===== src/pms_pkg.sv =====
package pms_pkg;
  // Register byte addresses on the APB word grid
  localparam logic [11:0] PMS_ADDR_CTRL   = 12'h000;
  localparam logic [11:0] PMS_ADDR_STAT   = 12'h004;
  localparam logic [11:0] PMS_ADDR_MASK   = 12'h008;
  localparam int          PMS_ADDR_W      = 12;
  localparam int          PMS_DATA_W      = 32;
  localparam int          PMS_REG_W       = 8;
  // Control register field positions
  localparam int          PMS_B_WARN_FLAG = 7;
  localparam int          PMS_B_WARN_ACK  = 6;
  localparam int          PMS_B_DET_SEL   = 5;
  localparam int          PMS_B_WARN_SEL  = 4;
  localparam int          PMS_B_PPD_FLAG  = 3;
  localparam int          PMS_B_PPD_ACK   = 2;
  localparam int          PMS_B_PD_EN     = 1;
  localparam int          PMS_B_PART_SEL  = 0;
  // Interrupt status and mask field positions
  localparam int          PMS_S_WARN      = 0;
  localparam int          PMS_S_WAKE      = 1;
  localparam int          PMS_IRQ_W       = 2;
  // Reset values
  localparam logic [1:0]  PMS_ONCE_RST    = 2'h0;
  localparam logic [1:0]  PMS_IRQ_RST     = 2'h0;
  // Stop mode states, Gray ordered
  typedef enum logic [1:0] {
    PMS_RUN   = 2'h0,
    PMS_STOP3 = 2'h1,
    PMS_STOP2 = 2'h3,
    PMS_STOP1 = 2'h2
  } pms_state_e;
endpackage : pms_pkg


===== src/pms_once_reg.sv =====
`timescale 1ns/10ps
// Write-once holding register: first write after a reset sticks
module pms_once_reg
  import pms_pkg::*;
#(
  parameter int         W     = 2,
  parameter logic [1:0] RST_V = PMS_ONCE_RST
) (
  input  wire logic         clk,
  input  wire logic         rst_n,
  input  wire logic         clr,
  input  wire logic         wr,
  input  wire logic [W-1:0] wdata,
  output logic      [W-1:0] q,
  output logic              locked
);
  logic [W-1:0] next_q;       // Next held value
  logic         next_locked;  // Next lock state

  // Later writes are dropped so a stray store cannot change the setting
  always_comb begin
    next_q      = q;
    next_locked = locked;
    if (clr) begin
      next_q      = RST_V[W-1:0];
      next_locked = 1'b0;
    end else if (wr && !locked) begin
      next_q      = wdata;
      next_locked = 1'b1;
    end
  end

  // State registers
  always_ff @(posedge clk or negedge rst_n) begin
    if (!rst_n) begin
      q      <= RST_V[W-1:0];
      locked <= 1'b0;
    end else begin
      q      <= next_q;
      locked <= next_locked;
    end
  end
endmodule : pms_once_reg


===== src/pms_power_mgmt.sv =====
// The APB slave port and the register addresses are this design's own decisions.
`timescale 1ns/10ps
// What this block does
// - Warning flag sets while supply below warning
// - Warning acknowledge clears only without warning condition
// - Detect select: one high, zero low
// - Warning select: one high, zero low
// - Partial flag marks recovery from stop2
// - Partial acknowledge write clears partial flag
// - Power down enable permits stop1 or stop2
// - Partial select picks stop2, else stop1
// - Stop2 exits act as reset, set flag
// - Power down off means stop3, vector resume except a reset wake, which acts as reset
// - Write-once bits take first write only
module pms_power_mgmt
  import pms_pkg::*;
(
  input  wire logic                  pclk,
  input  wire logic                  presetn,
  input  wire logic [PMS_ADDR_W-1:0] paddr,
  input  wire logic                  psel,
  input  wire logic                  penable,
  input  wire logic                  pwrite,
  input  wire logic [PMS_DATA_W-1:0] pwdata,
  input  wire logic [3:0]            pstrb,
  output logic      [PMS_DATA_W-1:0] prdata,
  output logic                       pready,
  output logic                       pslverr,
  input  wire logic                  other_reset_n,
  input  wire logic                  warning_below,
  input  wire logic                  stop_request,
  input  wire logic                  ext_irq,
  input  wire logic                  periodic_wakeup,
  input  wire logic                  keyboard_interrupt,
  input  wire logic                  wake_reset,
  output logic                       detect_trip_select,
  output logic                       warning_trip_select,
  output logic      [1:0]            stop_state,
  output logic                       wake_por,
  output logic                       wake_vector,
  output logic                       irq
);
  // Register state
  pms_state_e                state;                 // Current stop mode
  pms_state_e                next_state;            // Next stop mode
  logic                      low_warning_flag;      // Sticky warning flag
  logic                      next_low_warning_flag; // Next warning flag
  logic                      partial_power_down_flag;
  logic                      next_partial_power_down_flag;
  logic                      next_detect_trip_select;
  logic                      next_warning_trip_select;
  logic                      next_wake_por;         // Exit behaves as reset
  logic                      next_wake_vector;      // Exit through vector
  logic [PMS_IRQ_W-1:0]      irq_stat;              // Sticky event bits
  logic [PMS_IRQ_W-1:0]      next_irq_stat;
  logic [PMS_IRQ_W-1:0]      irq_mask;              // Event mask
  logic [PMS_IRQ_W-1:0]      next_irq_mask;
  logic [PMS_IRQ_W-1:0]      stat_snap;             // Status seen by a read
  logic [PMS_IRQ_W-1:0]      next_stat_snap;
  logic [PMS_DATA_W-1:0]     next_prdata;
  logic                      next_pslverr;
  // Decode and write-once wiring
  logic                      setup_ph;              // APB setup cycle
  logic                      acc_ph;                // APB access completes
  logic                      hit_ctrl;
  logic                      hit_stat;
  logic                      hit_mask;
  logic                      wr_ctrl;               // Control byte written
  logic                      rd_stat;               // Status read completes
  logic [1:0]                once_q;                // {pd enable, partial}
  logic                      once_locked;
  logic                      power_down_enable;
  logic                      partial_select;
  logic                      soft_clr;              // Any non power-on reset
  logic                      exit_any;              // Wake source seen in stop
  logic                      exit_por;              // Wake acts as power-on
  logic                      exit_from2;            // Wake leaves stop2
  logic [PMS_REG_W-1:0]      ctrl_rd;               // Control read image

  // APB phase and address decode
  assign setup_ph = psel && !penable;
  assign acc_ph   = psel && penable;
  assign hit_ctrl = (paddr == PMS_ADDR_CTRL);
  assign hit_stat = (paddr == PMS_ADDR_STAT);
  assign hit_mask = (paddr == PMS_ADDR_MASK);
  assign wr_ctrl  = acc_ph && pwrite && hit_ctrl && pstrb[0];
  assign rd_stat  = acc_ph && !pwrite && hit_stat;
  // Zero wait states: read data is staged during setup
  assign pready   = 1'b1;

  assign power_down_enable   = once_q[1];
  assign partial_select      = once_q[0];
  // Soft reset, or a wake that behaves as power-on, reloads the locks
  assign soft_clr = !other_reset_n || wake_por;

  // Write-once stop configuration
  pms_once_reg #(
    .W     (2),
    .RST_V (PMS_ONCE_RST)
  ) u_once (
    .clk    (pclk),
    .rst_n  (presetn),
    .clr    (soft_clr),
    .wr     (wr_ctrl),
    .wdata  ({pwdata[PMS_B_PD_EN], pwdata[PMS_B_PART_SEL]}),
    .q      (once_q),
    .locked (once_locked)
  );

  // Control read image; acknowledge positions always zero
  always_comb begin
    ctrl_rd                  = '0;
    ctrl_rd[PMS_B_WARN_FLAG] = low_warning_flag;
    ctrl_rd[PMS_B_DET_SEL]   = detect_trip_select;
    ctrl_rd[PMS_B_WARN_SEL]  = warning_trip_select;
    ctrl_rd[PMS_B_PPD_FLAG]  = partial_power_down_flag;
    ctrl_rd[PMS_B_PD_EN]     = power_down_enable;
    ctrl_rd[PMS_B_PART_SEL]  = partial_select;
    ctrl_rd[PMS_B_WARN_ACK]  = 1'b0;
    ctrl_rd[PMS_B_PPD_ACK]   = 1'b0;
  end

  // Wake source qualification per stop mode
  always_comb begin
    exit_any   = 1'b0;
    exit_por   = 1'b0;
    exit_from2 = 1'b0;
    case (state)
      PMS_STOP1: begin
        exit_any = ext_irq || wake_reset;
        exit_por = exit_any;
      end
      PMS_STOP2: begin
        exit_any   = ext_irq || wake_reset || periodic_wakeup;
        exit_por   = exit_any;
        exit_from2 = exit_any;
      end
      PMS_STOP3: begin
        exit_any = ext_irq || wake_reset || periodic_wakeup || keyboard_interrupt;
        exit_por = wake_reset;
      end
      default: begin
        exit_any = 1'b0;
      end
    endcase
  end

  // Stop mode sequencing
  always_comb begin
    next_state       = state;
    next_wake_por    = exit_por;
    next_wake_vector = exit_any && !exit_por;
    case (state)
      PMS_RUN: begin
        if (stop_request) begin
          if (!power_down_enable) begin
            next_state = PMS_STOP3;
          end else if (partial_select) begin
            next_state = PMS_STOP2;
          end else begin
            next_state = PMS_STOP1;
          end
        end
      end
      PMS_STOP3, PMS_STOP2, PMS_STOP1: begin
        if (exit_any) begin
          next_state = PMS_RUN;
        end
      end
      default: begin
        next_state = PMS_RUN;
      end
    endcase
    if (!other_reset_n) begin
      next_state       = PMS_RUN;
      next_wake_por    = 1'b0;
      next_wake_vector = 1'b0;
    end
  end

  // Flags and trip selects
  always_comb begin
    next_low_warning_flag        = low_warning_flag;
    next_partial_power_down_flag = partial_power_down_flag;
    next_detect_trip_select      = detect_trip_select;
    next_warning_trip_select     = warning_trip_select;
    if (wr_ctrl) begin
      next_detect_trip_select  = pwdata[PMS_B_DET_SEL];
      next_warning_trip_select = pwdata[PMS_B_WARN_SEL];
      if (pwdata[PMS_B_WARN_ACK] && !warning_below) begin
        next_low_warning_flag = 1'b0;
      end
      if (pwdata[PMS_B_PPD_ACK]) begin
        next_partial_power_down_flag = 1'b0;
      end
    end
    // Soft reset keeps the trip selects
    if (!other_reset_n) begin
      next_low_warning_flag        = 1'b0;
      next_partial_power_down_flag = 1'b0;
    end
    // Power-on style wake clears all, stop2 leaves its mark
    if (exit_por && other_reset_n) begin
      next_low_warning_flag        = 1'b0;
      next_detect_trip_select      = 1'b0;
      next_warning_trip_select     = 1'b0;
      next_partial_power_down_flag = exit_from2;
    end
    // Condition present always wins, also right after any reset
    if (warning_below) begin
      next_low_warning_flag = 1'b1;
    end
  end

  // Interrupt status, mask and APB read staging
  always_comb begin
    next_irq_stat  = irq_stat;
    next_irq_mask  = irq_mask;
    next_stat_snap = stat_snap;
    next_prdata    = prdata;
    next_pslverr   = pslverr;
    // Clear only what the read actually returned
    if (rd_stat) begin
      next_irq_stat = irq_stat & ~stat_snap;
    end
    // Set after clear so a same-cycle event is kept
    if (warning_below && !low_warning_flag) begin
      next_irq_stat[PMS_S_WARN] = 1'b1;
    end
    if (next_wake_vector) begin
      next_irq_stat[PMS_S_WAKE] = 1'b1;
    end
    if (acc_ph && pwrite && hit_mask && pstrb[0]) begin
      next_irq_mask = pwdata[PMS_IRQ_W-1:0];
    end
    if (setup_ph) begin
      next_prdata    = '0;
      next_stat_snap = '0;
      next_pslverr   = !(hit_ctrl || hit_stat || hit_mask);
      if (!pwrite && hit_ctrl) begin
        next_prdata[PMS_REG_W-1:0] = ctrl_rd;
      end
      if (!pwrite && hit_stat) begin
        next_prdata[PMS_IRQ_W-1:0] = irq_stat;
        next_stat_snap             = irq_stat;
      end
      if (!pwrite && hit_mask) begin
        next_prdata[PMS_IRQ_W-1:0] = irq_mask;
      end
    end
    if (!other_reset_n) begin
      next_irq_stat = PMS_IRQ_RST;
      next_irq_mask = PMS_IRQ_RST;
    end
  end

  // All state registers but the write-once pair in u_once; power-on reset clears everything
  always_ff @(posedge pclk or negedge presetn) begin
    if (!presetn) begin
      state                   <= PMS_RUN;
      low_warning_flag        <= 1'b0;
      partial_power_down_flag <= 1'b0;
      detect_trip_select      <= 1'b0;
      warning_trip_select     <= 1'b0;
      wake_por                <= 1'b0;
      wake_vector             <= 1'b0;
      irq_stat                <= PMS_IRQ_RST;
      irq_mask                <= PMS_IRQ_RST;
      stat_snap               <= PMS_IRQ_RST;
      prdata                  <= '0;
      pslverr                 <= 1'b0;
    end else begin
      state                   <= next_state;
      low_warning_flag        <= next_low_warning_flag;
      partial_power_down_flag <= next_partial_power_down_flag;
      detect_trip_select      <= next_detect_trip_select;
      warning_trip_select     <= next_warning_trip_select;
      wake_por                <= next_wake_por;
      wake_vector             <= next_wake_vector;
      irq_stat                <= next_irq_stat;
      irq_mask                <= next_irq_mask;
      stat_snap               <= next_stat_snap;
      prdata                  <= next_prdata;
      pslverr                 <= next_pslverr;
    end
  end

  assign stop_state = state;
  assign irq        = |(irq_stat & irq_mask);
endmodule : pms_power_mgmt

===== config.mk =====
export PLATFORM = sky130hd
export DESIGN_NAME = pms_power_mgmt
export DESIGN_NICKNAME = d
export VERILOG_FILES = /design/src/pms_pkg.sv /design/src/pms_once_reg.sv /design/src/pms_power_mgmt.sv
export SDC_FILE = /design/constraint.sdc
export NUM_CORES = 1
export LEC_CHECK = 0
export ABC_AREA = 1
export BUFFER_PORTS_ARGS = -buffer_cell sky130_fd_sc_hd__buf_2
export CAP_MARGIN = 20
export CORE_ASPECT_RATIO = 1.5
export CORE_MARGIN = 5
export CORE_UTILIZATION = 42
export CTS_BUF_LIST = sky130_fd_sc_hd__clkbuf_16
export DETAILED_ROUTE_END_ITERATION = 8
export HOLD_SLACK_MARGIN = 0.05
export PLACE_DENSITY_LB_ADDON = 0.15
export SYNTH_ARGS = -nofsm -noshare
export SYNTH_HDL_FRONTEND = slang
export SYNTH_SLANG_ARGS = --single-unit

===== constraint.sdc =====
create_clock -name pclk -period 1.3 [get_ports pclk]
set_input_delay 0.26 -clock pclk [delete_from_list [all_inputs] [get_ports pclk]]
set_output_delay 0.26 -clock pclk [all_outputs]
set_load 0.005 [all_outputs]

Yosys cells after proc, flatten, opt, wreduce, memory -nomap -nowiden
Cells that the tools add are included.
{ "word_totals": {"reg_bits": 26, "output_inout_bits": 41, "romBits": 0, "latchBits": 0, "word_cells": 110, "mem_bits_rw": 0, "memories": 0} }
{ "op_classes": {"n_mul": 0, "reduce_logical": 40, "mux": 38, "n_eq_ne": 14, "order_cmp": 0, "shifts": 0, "div": 0, "add_sub_neg": 0, "n_bitwise": 3} }
{ "op_table": {"columns": ["operator", "n"], "rows": [
  ["2-bit 2-to-1 mux", 13],
  ["1-bit 2-to-1 mux", 21],
  ["1-bit logical AND", 17],
  ["12-bit by 3-bit equality test with 1-bit output (second input constant)", 1],
  ["12-bit by 4-bit equality test with 1-bit output (second input constant)", 1],
  ["12-bit logical NOT", 1],
  ["3-bit by 1-bit inequality test with 1-bit output (second input constant)", 3],
  ["1-bit logical NOT", 8],
  ["8-bit 2-to-1 mux", 1],
  ["4-bit by 1-bit inequality test with 1-bit output (second input constant)", 2],
  ["1-bit logical OR", 6],
  ["3-bit inequality test (second input constant)", 2],
  ["1-bit case mux with 3 select lines", 2],
  ["2-bit AND reduction", 3],
  ["2-bit bitwise AND", 2],
  ["2-bit equality test (second input constant)", 2],
  ["2-bit case mux with 2 select lines", 1],
  ["2-bit nonzero test", 2],
  ["3-bit by 2-bit inequality test with 1-bit output (second input constant)", 1],
  ["3-bit OR reduction", 1],
  ["2-bit by 1-bit equality test with 1-bit output (second input constant)", 1],
  ["2-bit logical NOT", 1],
  ["2-bit by 1-bit inequality test with 1-bit output (second input constant)", 1],
  ["2-bit inverter", 1],
  ["2-bit OR reduction", 1]
]} }

Longest topological paths before layout
Gate-level depths: netlist (run 1).
{ "logic_depth": {"word_depth": 8, "ltp_mapped": 8} }

Hierarchy
A second synthesis (run 1) with hierarchy kept.
{ "unflattened": {"cells_unflattened": 202, "area_unflattened_um2": 1506.4} }
{ "by_module_without_submodules": {"columns": ["module", "seq_area_each_um2", "instances", "cells_each", "area_each_um2"], "rows": [
  ["pms_power_mgmt", 525.5, 1, 189, 1378.8],
  ["pms_once_reg", 75.1, 1, 13, 127.6]
]} }

Worst setup path after synthesis (run 1)
No wires, ideal clock.
{ "synth_path": {"path_kind": "reg2reg", "startpoint": "reg state[1], in the netlist stop_state[1]", "endpoint": "reg irq_stat[1]", "setup_time_ps": 124, "arrival_ps": 939, "path_stages_with_launch": 7, "n_path_buf": 0, "setup_slack_ps": 237, "cell_sequence": "dfrtp_1 -> inv_1 -> nor2_1 -> nand2_1 -> nand3_1 -> nor2_1 -> o21bai_1"} }
{ "synth_between": {"elab_chain_len": 7, "word_cells_on_any_way": 11, "classes_between": "4 x eq/ne; 5 x mux; 2 x reduce/logical"} }
{ "synth_lines": {"columns": ["element", "line", "source"], "rows": [
  ["start: declaration", "pms_power_mgmt.sv:44", "pms_state_e state;"],
  ["start signal: assignment", "pms_power_mgmt.sv:273", "state <= next_state;"],
  ["2-bit by 1-bit equality test with 1-bit output or 2-bit equality test (tied branches)", "pms_power_mgmt.sv:128", "case (state)"],
  ["1-bit case mux with 3 select lines", "pms_power_mgmt.sv:128", null],
  ["1-bit logical NOT", "pms_power_mgmt.sv:152", "next_wake_vector = exit_any && !exit_por;"],
  ["1-bit logical AND *", "pms_power_mgmt.sv:152", null],
  ["1-bit 2-to-1 mux *", "pms_power_mgmt.sv:174", "if (!other_reset_n) begin"],
  ["via next_wake_vector", "pms_power_mgmt.sv:53", "logic next_wake_vector;"],
  ["1-bit 2-to-1 mux", "pms_power_mgmt.sv:230", "if (next_wake_vector) begin"],
  ["2-bit 2-to-1 mux", "pms_power_mgmt.sv:251", "if (!other_reset_n) begin"],
  ["end signal: assignment", "pms_power_mgmt.sv:280", "irq_stat <= next_irq_stat;"],
  ["end: declaration", "pms_power_mgmt.sv:54", "logic [PMS_IRQ_W-1:0] irq_stat;"]
]} }
The timed path passes the listed nets; every way through them passes the cells marked *.
A chain may end at the register's enable or synchronous reset.

Final worst setup path (run 1)
{ "layout_path": {"startpoint": "reg irq_stat[0]", "endpoint": "out irq"} }
{ "layout_between": {"elab_chain_len": 2} }
{ "layout_lines": {"columns": ["element", "line", "source"], "rows": [
  ["2-bit bitwise AND", "pms_power_mgmt.sv:289", "assign irq = |(irq_stat & irq_mask);"],
  ["2-bit OR reduction", "pms_power_mgmt.sv:289", null],
  ["end: declaration", "pms_power_mgmt.sv:41", "output logic irq"]
]} }
No other way between the ends.

==> run metrics, run 1 <==
status completed; register share of total power between 40% and 50%; post-route ant nets 0; initial antenna violation count 0; drt pass-1 iters 4; worst setup path start irq_stat[0]; Min-Delay Path Class input pin to register; Num CTS Buffers 3; RR Endpoint partial_power_down_flag; clock slew seen by the registers of the worst setup and hold paths around 0.060 ns; DRT iter0 DRCs 23; worst-case vdd ir drop 0.9640 mV; placed cell count around 290; r2r setup slk around 0.18 ns; switching pwr 0.4243 mW; fraction of layout cells with a size suffix above 1 around 27%; measured slew at the worst slew-check pin around 0.55 ns; CP endpoint kind primary output; RSZ-0062 raised after global routing true; Setup violations, final 0; die area between 4000 and 5000 um^2; sequential fraction of the synthesis area 39.31%; sw frac 22.33%; Initial Util 44.30%; critical path required time roughly 1.0 ns; Vias/cell 4.545; Reg2Reg Depth 7; setup ws final approximately 0.028 ns; minimum clock period ~1.3 ns; Synth cell types 24; Power Total ~1.9 mW; I/O pin cnt roughly 100; drt wl/cell 11.32 um; pwr dens about 1000 nW/um^2; # diodes 0; Clk Latency, worst-skew pair between 0.2 and 0.3 ns; Vias 1327; cell area after synthesis approximately 1500 um^2; Hold Startpoint warning_below; pre-CTS setup slack between 0.02 and 0.025 ns; EDFF count, synth 0; port bufs 44; Pint 1.476 mW; total core area approximately 3400 um^2; Gate power share roughly 12%; row cnt 26; gr ovfl total 0; largest net degree at the start of global routing 25; largest cells by area after synthesis dfrtp_1, buf_4, nand2_1; fin cells roughly 300; DRC 0; GP Congestion approximately 0.84; MaxCap Viol Count 0; fin. max-slew vios 0; vias in the first global route ~1200; most common cell in the netlist nand2_1; P_leak about 1.1 nW; Area growth, synth to finish 20.23%; Sink Count 24; Yosys warnings 0; hold slack final 0.2095 ns; synth cell count leaders nand2_1, buf_4, dfrtp_1, inv_1, nand3_1; Worst Path Arrival ~1 ns; crit path max fanout 4; H-tree depth 1; Fin. Hold Viols 0; Seq cells post-synth 24; hpwl dp about 2700 um; r2r startpoint stop_state[1]; Synth top area share 39.31%; share of the clock period used by the worst path 97.85%; CTS Root Cell clkbuf_16; Clock Tree Buf Depth 2; Setup CP Type register to primary output; NumNets Final about 310; Worst setup SP type register; worst setup path endpoint irq; Routed WL roughly 3300 um; async set or reset register ratio after synthesis 100.0%; GRT Total Usage about 14%; cell count after synthesis 200; Worst slew margin 63.12%; die width 59.25 um; Syn Area/Cell 7.639 um^2; CTS tree built; Peak Freq 786.1 MHz; Synth area leader dfrtp_1; Worst Clk Skew ~0.0035 ns; Die Y between 80 and 90 um; Main synth FF type dfrtp_1; clock share of power approximately 46%; first-pass GRT wire length between 5000 and 6000 um
[cells by family after synthesis]
group	count (synthesis)	share of synthesized area [%]
other cells	2	0.4916
simple gates	109	34.97
compound gates	14	5.406
flops	24	39.31
buf+inv	51	19.82
[per-stage QoR]
step	cell area, um^2	utilization (%)	TNS [ns]
global route	1837	53.27	-0.008705
CTS	1824	52.90	0
finish	1837	53.27	0
detailed placement	1702	49.35	0
global placement	1702	49.35	0
floorplan	1622	-	0
[state kept, by name (all words and copies together), names as in the netlist, 2 cells and up]
signal,cells
irq_stat,2
u_once.q,2
stat_snap,2
stop_state,2
prdata,6
irq_mask,2
[how the worst min path moves through the flow]
| stage | end | slack [ns] | cells after the start |
|---|---|---|---|
| final | low_warning_flag | 0.21 | 3 |
| after global routing | low_warning_flag | 0.22 | 3 |
| after CTS | low_warning_flag | 0.21 | 3 |
| after detailed placement | irq_stat[1] | 0.28 | 1 |
| after global placement | wake_vector | 0.28 | 1 |
| after floorplan | detect_trip_select | -0.04 | 0 |
[layout by cell type, fill, tap and decap left out, types with 3 or more instances in the layout]
master,instances
dfrtp_1,24
nand3_1,16
nand4_1,12
nand2_1,54
inv_1,20
buf_2,44
nor2_2,3
nor2_4,3
buf_4,5
nand2_2,3
conb_1,27
a21oi_1,5
o21ai_0,4
clkbuf_16,3
nor2_1,13
[power groups by stage]
stage | Sequential (mW) | Combinational (mW) | Clock (mW)
floorplan | 0.804 | 0.177 | 0
global placement | 0.807 | 0.220 | 0
detailed placement | 0.807 | 0.221 | 0
CTS | 0.792 | 0.229 | 0.894
global route | 0.795 | 0.269 | 0.916
finish | 0.792 | 0.233 | 0.875
[what timing repair did]
| item | 4_1_cts | 5_1_grt |
|---|---|---|
| cloned | 0 | 0 |
| buffers inserted | 1 | 1 |
| endpoints found under the hold margin | 24 | 0 |
| setup endpoints to repair | 1 | 5 |
| gates resized for setup | 0 | 2 |
| hold buffers | 1 | 0 |
[layer usage]
layer  track usage, %  vias to the layer above  share of wire (%)
li1                 -                      691                  -
met1            16.80                      584                 39
met2            24.38                       47                 51
met3            2.477                        5                8.4
met4            5.567                        0                1.8
met5                0                        -                  0
[worst max-delay path, cell delays in order (launching register included)]
cell     delay (ns)
dfrtp_1        0.41
a22o_1         0.23
buf_2          0.12
[layout make-up]
cell class / count / area (um^2)
fill: 363 / 1612
multi-input combinational: 150 / 723.2
sequential: 24 / 600.6
timing repair buffer: 50 / 267.8
inverter: 22 / 87.58
clock buffer: 3 / 75.07
tap: 42 / 52.55
clock inverter: 1 / 30.03
Power figures use the tool's default switching activity.
==> run 2, diff against run 1 <==
Settings changed: CTS_BUF_LIST sky130_fd_sc_hd__clkbuf_16 to unset.
==> run 2 against run 1 <==
- cell area decreased by 1.4%
- final cell count increased by 0.34%
- maximum frequency is essentially flat
- power decreased by 11%
- sequential power barely moved
- largest cell class unchanged
- highest routed layer unchanged
==> run metrics, run 2 (synthesized netlist as in run 1, its figures left out) <==
Area growth, synth to finish 18.51% (was 20.23%); pwr dens 931.0 nW/um^2 (was 1035 nW/um^2); RSZ-0062 raised after global routing true (unchanged); minimum clock period 1.272 ns (about the same); clock slew seen by the registers of the worst setup and hold paths 0.09 ns (was 0.06 ns); Biggest register prdata (unchanged); hold slack final 0.1868 ns (was 0.2095 ns); Sink Count 24 (unchanged); crit path max fanout 2 (was 4); switching pwr 0.4061 mW (was 0.4243 mW); P_leak 1.049 nW (was 1.059 nW); post-route ant nets 0 (unchanged); fin. max-slew vios 0 (unchanged); Hold Startpoint warning_below (unchanged); Die Y 83.87 um (unchanged); Gate power share 14.4% (was 12.3%); gr ovfl total 0 (unchanged); Reg2Reg Depth 7 (unchanged); most common cell after layout, fill and taps aside nand2_1 (unchanged); GRT busiest layer met2 (unchanged); worst-case vdd ir drop 0.6643 mV (was 0.9640 mV); CP peak stage delay 0.39 ns (was 0.41 ns); NumNets Final 312 (was 311); total core area 3448 um^2 (unchanged); r2r startpoint stop_state[1] (unchanged); sw frac 24.09% (was 22.33%); Clock Tree Buf Depth 2 (unchanged); clock share of power 38.8% (was 46.0%); CTS Root Cell clkbuf_8 (was clkbuf_16); die width 59.25 um (unchanged); Initial Util 44.30% (unchanged); port bufs 44 (unchanged); GP Congestion 0.8359 (unchanged); Pint 1.280 mW (was 1.476 mW); max FFs per register 6 (unchanged); measured slew at the worst slew-check pin 0.5582 ns (was 0.5533 ns); Hold EP low_warning_flag (unchanged); grt met1 use 17.18% (was 16.80%); r2r setup slk 0.18 ns (about the same); Power Total 1.686 mW (was 1.900 mW); Min-Delay Path Class input pin to register (unchanged); H-tree depth 1 (unchanged); Worst slew margin 62.78% (was 63.12%); hpwl dp 2708 um (unchanged); drt wl/cell 11.35 um (was 11.32 um); status completed (unchanged); CP max-delay cell dfrtp_1 (unchanged); critical path required time 1.04 ns (about the same); initial antenna violation count 0 (unchanged); DRT iter0 DRCs 36 (was 23); first-pass GRT wire length 5471 um (was 5485 um); # diodes 0 (unchanged); fraction of layout cells with a size suffix above 1 27.49% (was 27.20%); post-route cell area 1810 um^2 (was 1837 um^2); TNS Setup 0 ns (unchanged); DRC 0 (unchanged); row cnt 26 (unchanged); Fin. Hold Viols 0 (unchanged); Worst Clk Skew 0.007745 ns (was 0.003464 ns); vias in the first global route 1254 (was 1244); Setup violations, final 0 (unchanged); Routed WL 3325 um (was 3306 um); MaxCap Viol Count 0 (unchanged); Setup CP Type register to primary output (unchanged); drt pass-1 iters 4 (unchanged); largest net degree at the start of global routing 25 (unchanged); Num CTS Buffers 3 (unchanged); share of the clock period used by the worst path 97.84% (was 97.85%); Clk Latency, worst-skew pair 0.27 ns (was 0.26 ns); Vias/cell 4.556 (was 4.545); I/O pin cnt 101 (unchanged); Worst setup SP type register (unchanged); global routing usage on met3 1.548% (was 2.477%); CP endpoint kind primary output (unchanged); Peak Freq 786.2 MHz (was 786.1 MHz); Worst Path Arrival 1.01 ns (about the same); Vias 1335 (was 1327); RR Endpoint partial_power_down_flag (unchanged); met2 GRT Util 24.18% (was 24.38%); CP cell instances a22o_1 -> buf_2 (unchanged); CTS tree built (unchanged); GRT Total Usage 13.88% (was 14.18%); register share of total power 46.8% (was 41.7%); placed inst area 1702 um^2 (unchanged); die area 4969 um^2 (unchanged); hold path cells 3 (unchanged); most frequent cells in the layout nand2_1, buf_2, conb_1 (unchanged)
==> run 2: cell types whose count changed in the layout (fill, tap and decap cells not counted), sizes merged <==
| cell | previous run | this run |
|---|---|---|
| buf | 49 | 50 |
==> run 2: routing by layer <==
metal / routed length [um] / part of all wire [%]
met3: 274 / 8.2
met1: 1300 / 39
met5: 0 / 0
met4: 35 / 1.1
met2: 1715 / 52
==> run 2: worst max-delay path by stage <==
stage	start	depth (start not counted)	endpoint	slack, ns
2_1_floorplan	stop_state[1]	6	irq_stat[1]	0.24
3_3_place_gp	paddr[1]	8	u_once.q[1]	0.02
3_5_place_dp	paddr[1]	8	u_once.q[1]	0.02
4_1_cts	irq_stat[1]	2	irq	0.005
5_1_grt	irq_mask[0]	2	irq	-0.01
6_report	irq_mask[0]	2	irq	0.03
==> run 2: critical path, delay by kind of cell (launching register included) <==
kind	cells	cell delay (ns)
buffers and inverters	1	0.12
flip-flops	1	0.39
AO/OA/AOI/OAI	1	0.24
==> run 2: repair_timing <==
action                                  4_1_cts  5_1_grt
hold buffers                                  1        0
pin swaps                                     0        0
setup buffers                                 2        1
endpoints found under the setup margin        1        5
endpoints found under the hold margin        24        0
gates resized for setup                       0        2
==> run 2: power groups by stage <==
stage | logic (mW) | registers [mW] | clock network, mW
2_1_floorplan | 0.177 | 0.804 | 0
3_3_place_gp | 0.220 | 0.807 | 0
3_5_place_dp | 0.221 | 0.807 | 0
4_1_cts | 0.235 | 0.790 | 0.668
5_1_grt | 0.278 | 0.793 | 0.691
6_report | 0.242 | 0.789 | 0.654
==> run 2: final cells by class <==
| cell class | count | area (um^2) |
|---|---|---|
| Fill cell | 370 | 1638 |
| Clock inverter | 1 | 30.03 |
| Clock buffer | 3 | 41.29 |
| Multi-Input combinational cell | 150 | 723.2 |
| Sequential cell | 24 | 600.6 |
| Inverter | 22 | 87.58 |
| Timing Repair Buffer | 51 | 275.3 |
| Tap cell | 42 | 52.55 |
==> run 2: per-stage QoR <==
stage / utilization, % / setup slack (ns) / std cells
CTS: 52.14 / 0.004795 / 292
global placement: 49.35 / 0.02437 / 285
floorplan: - / 0.2371 / 225
global route: 52.50 / -0.01081 / 293
detailed placement: 49.35 / 0.02020 / 285
finish: 52.50 / 0.02813 / 293
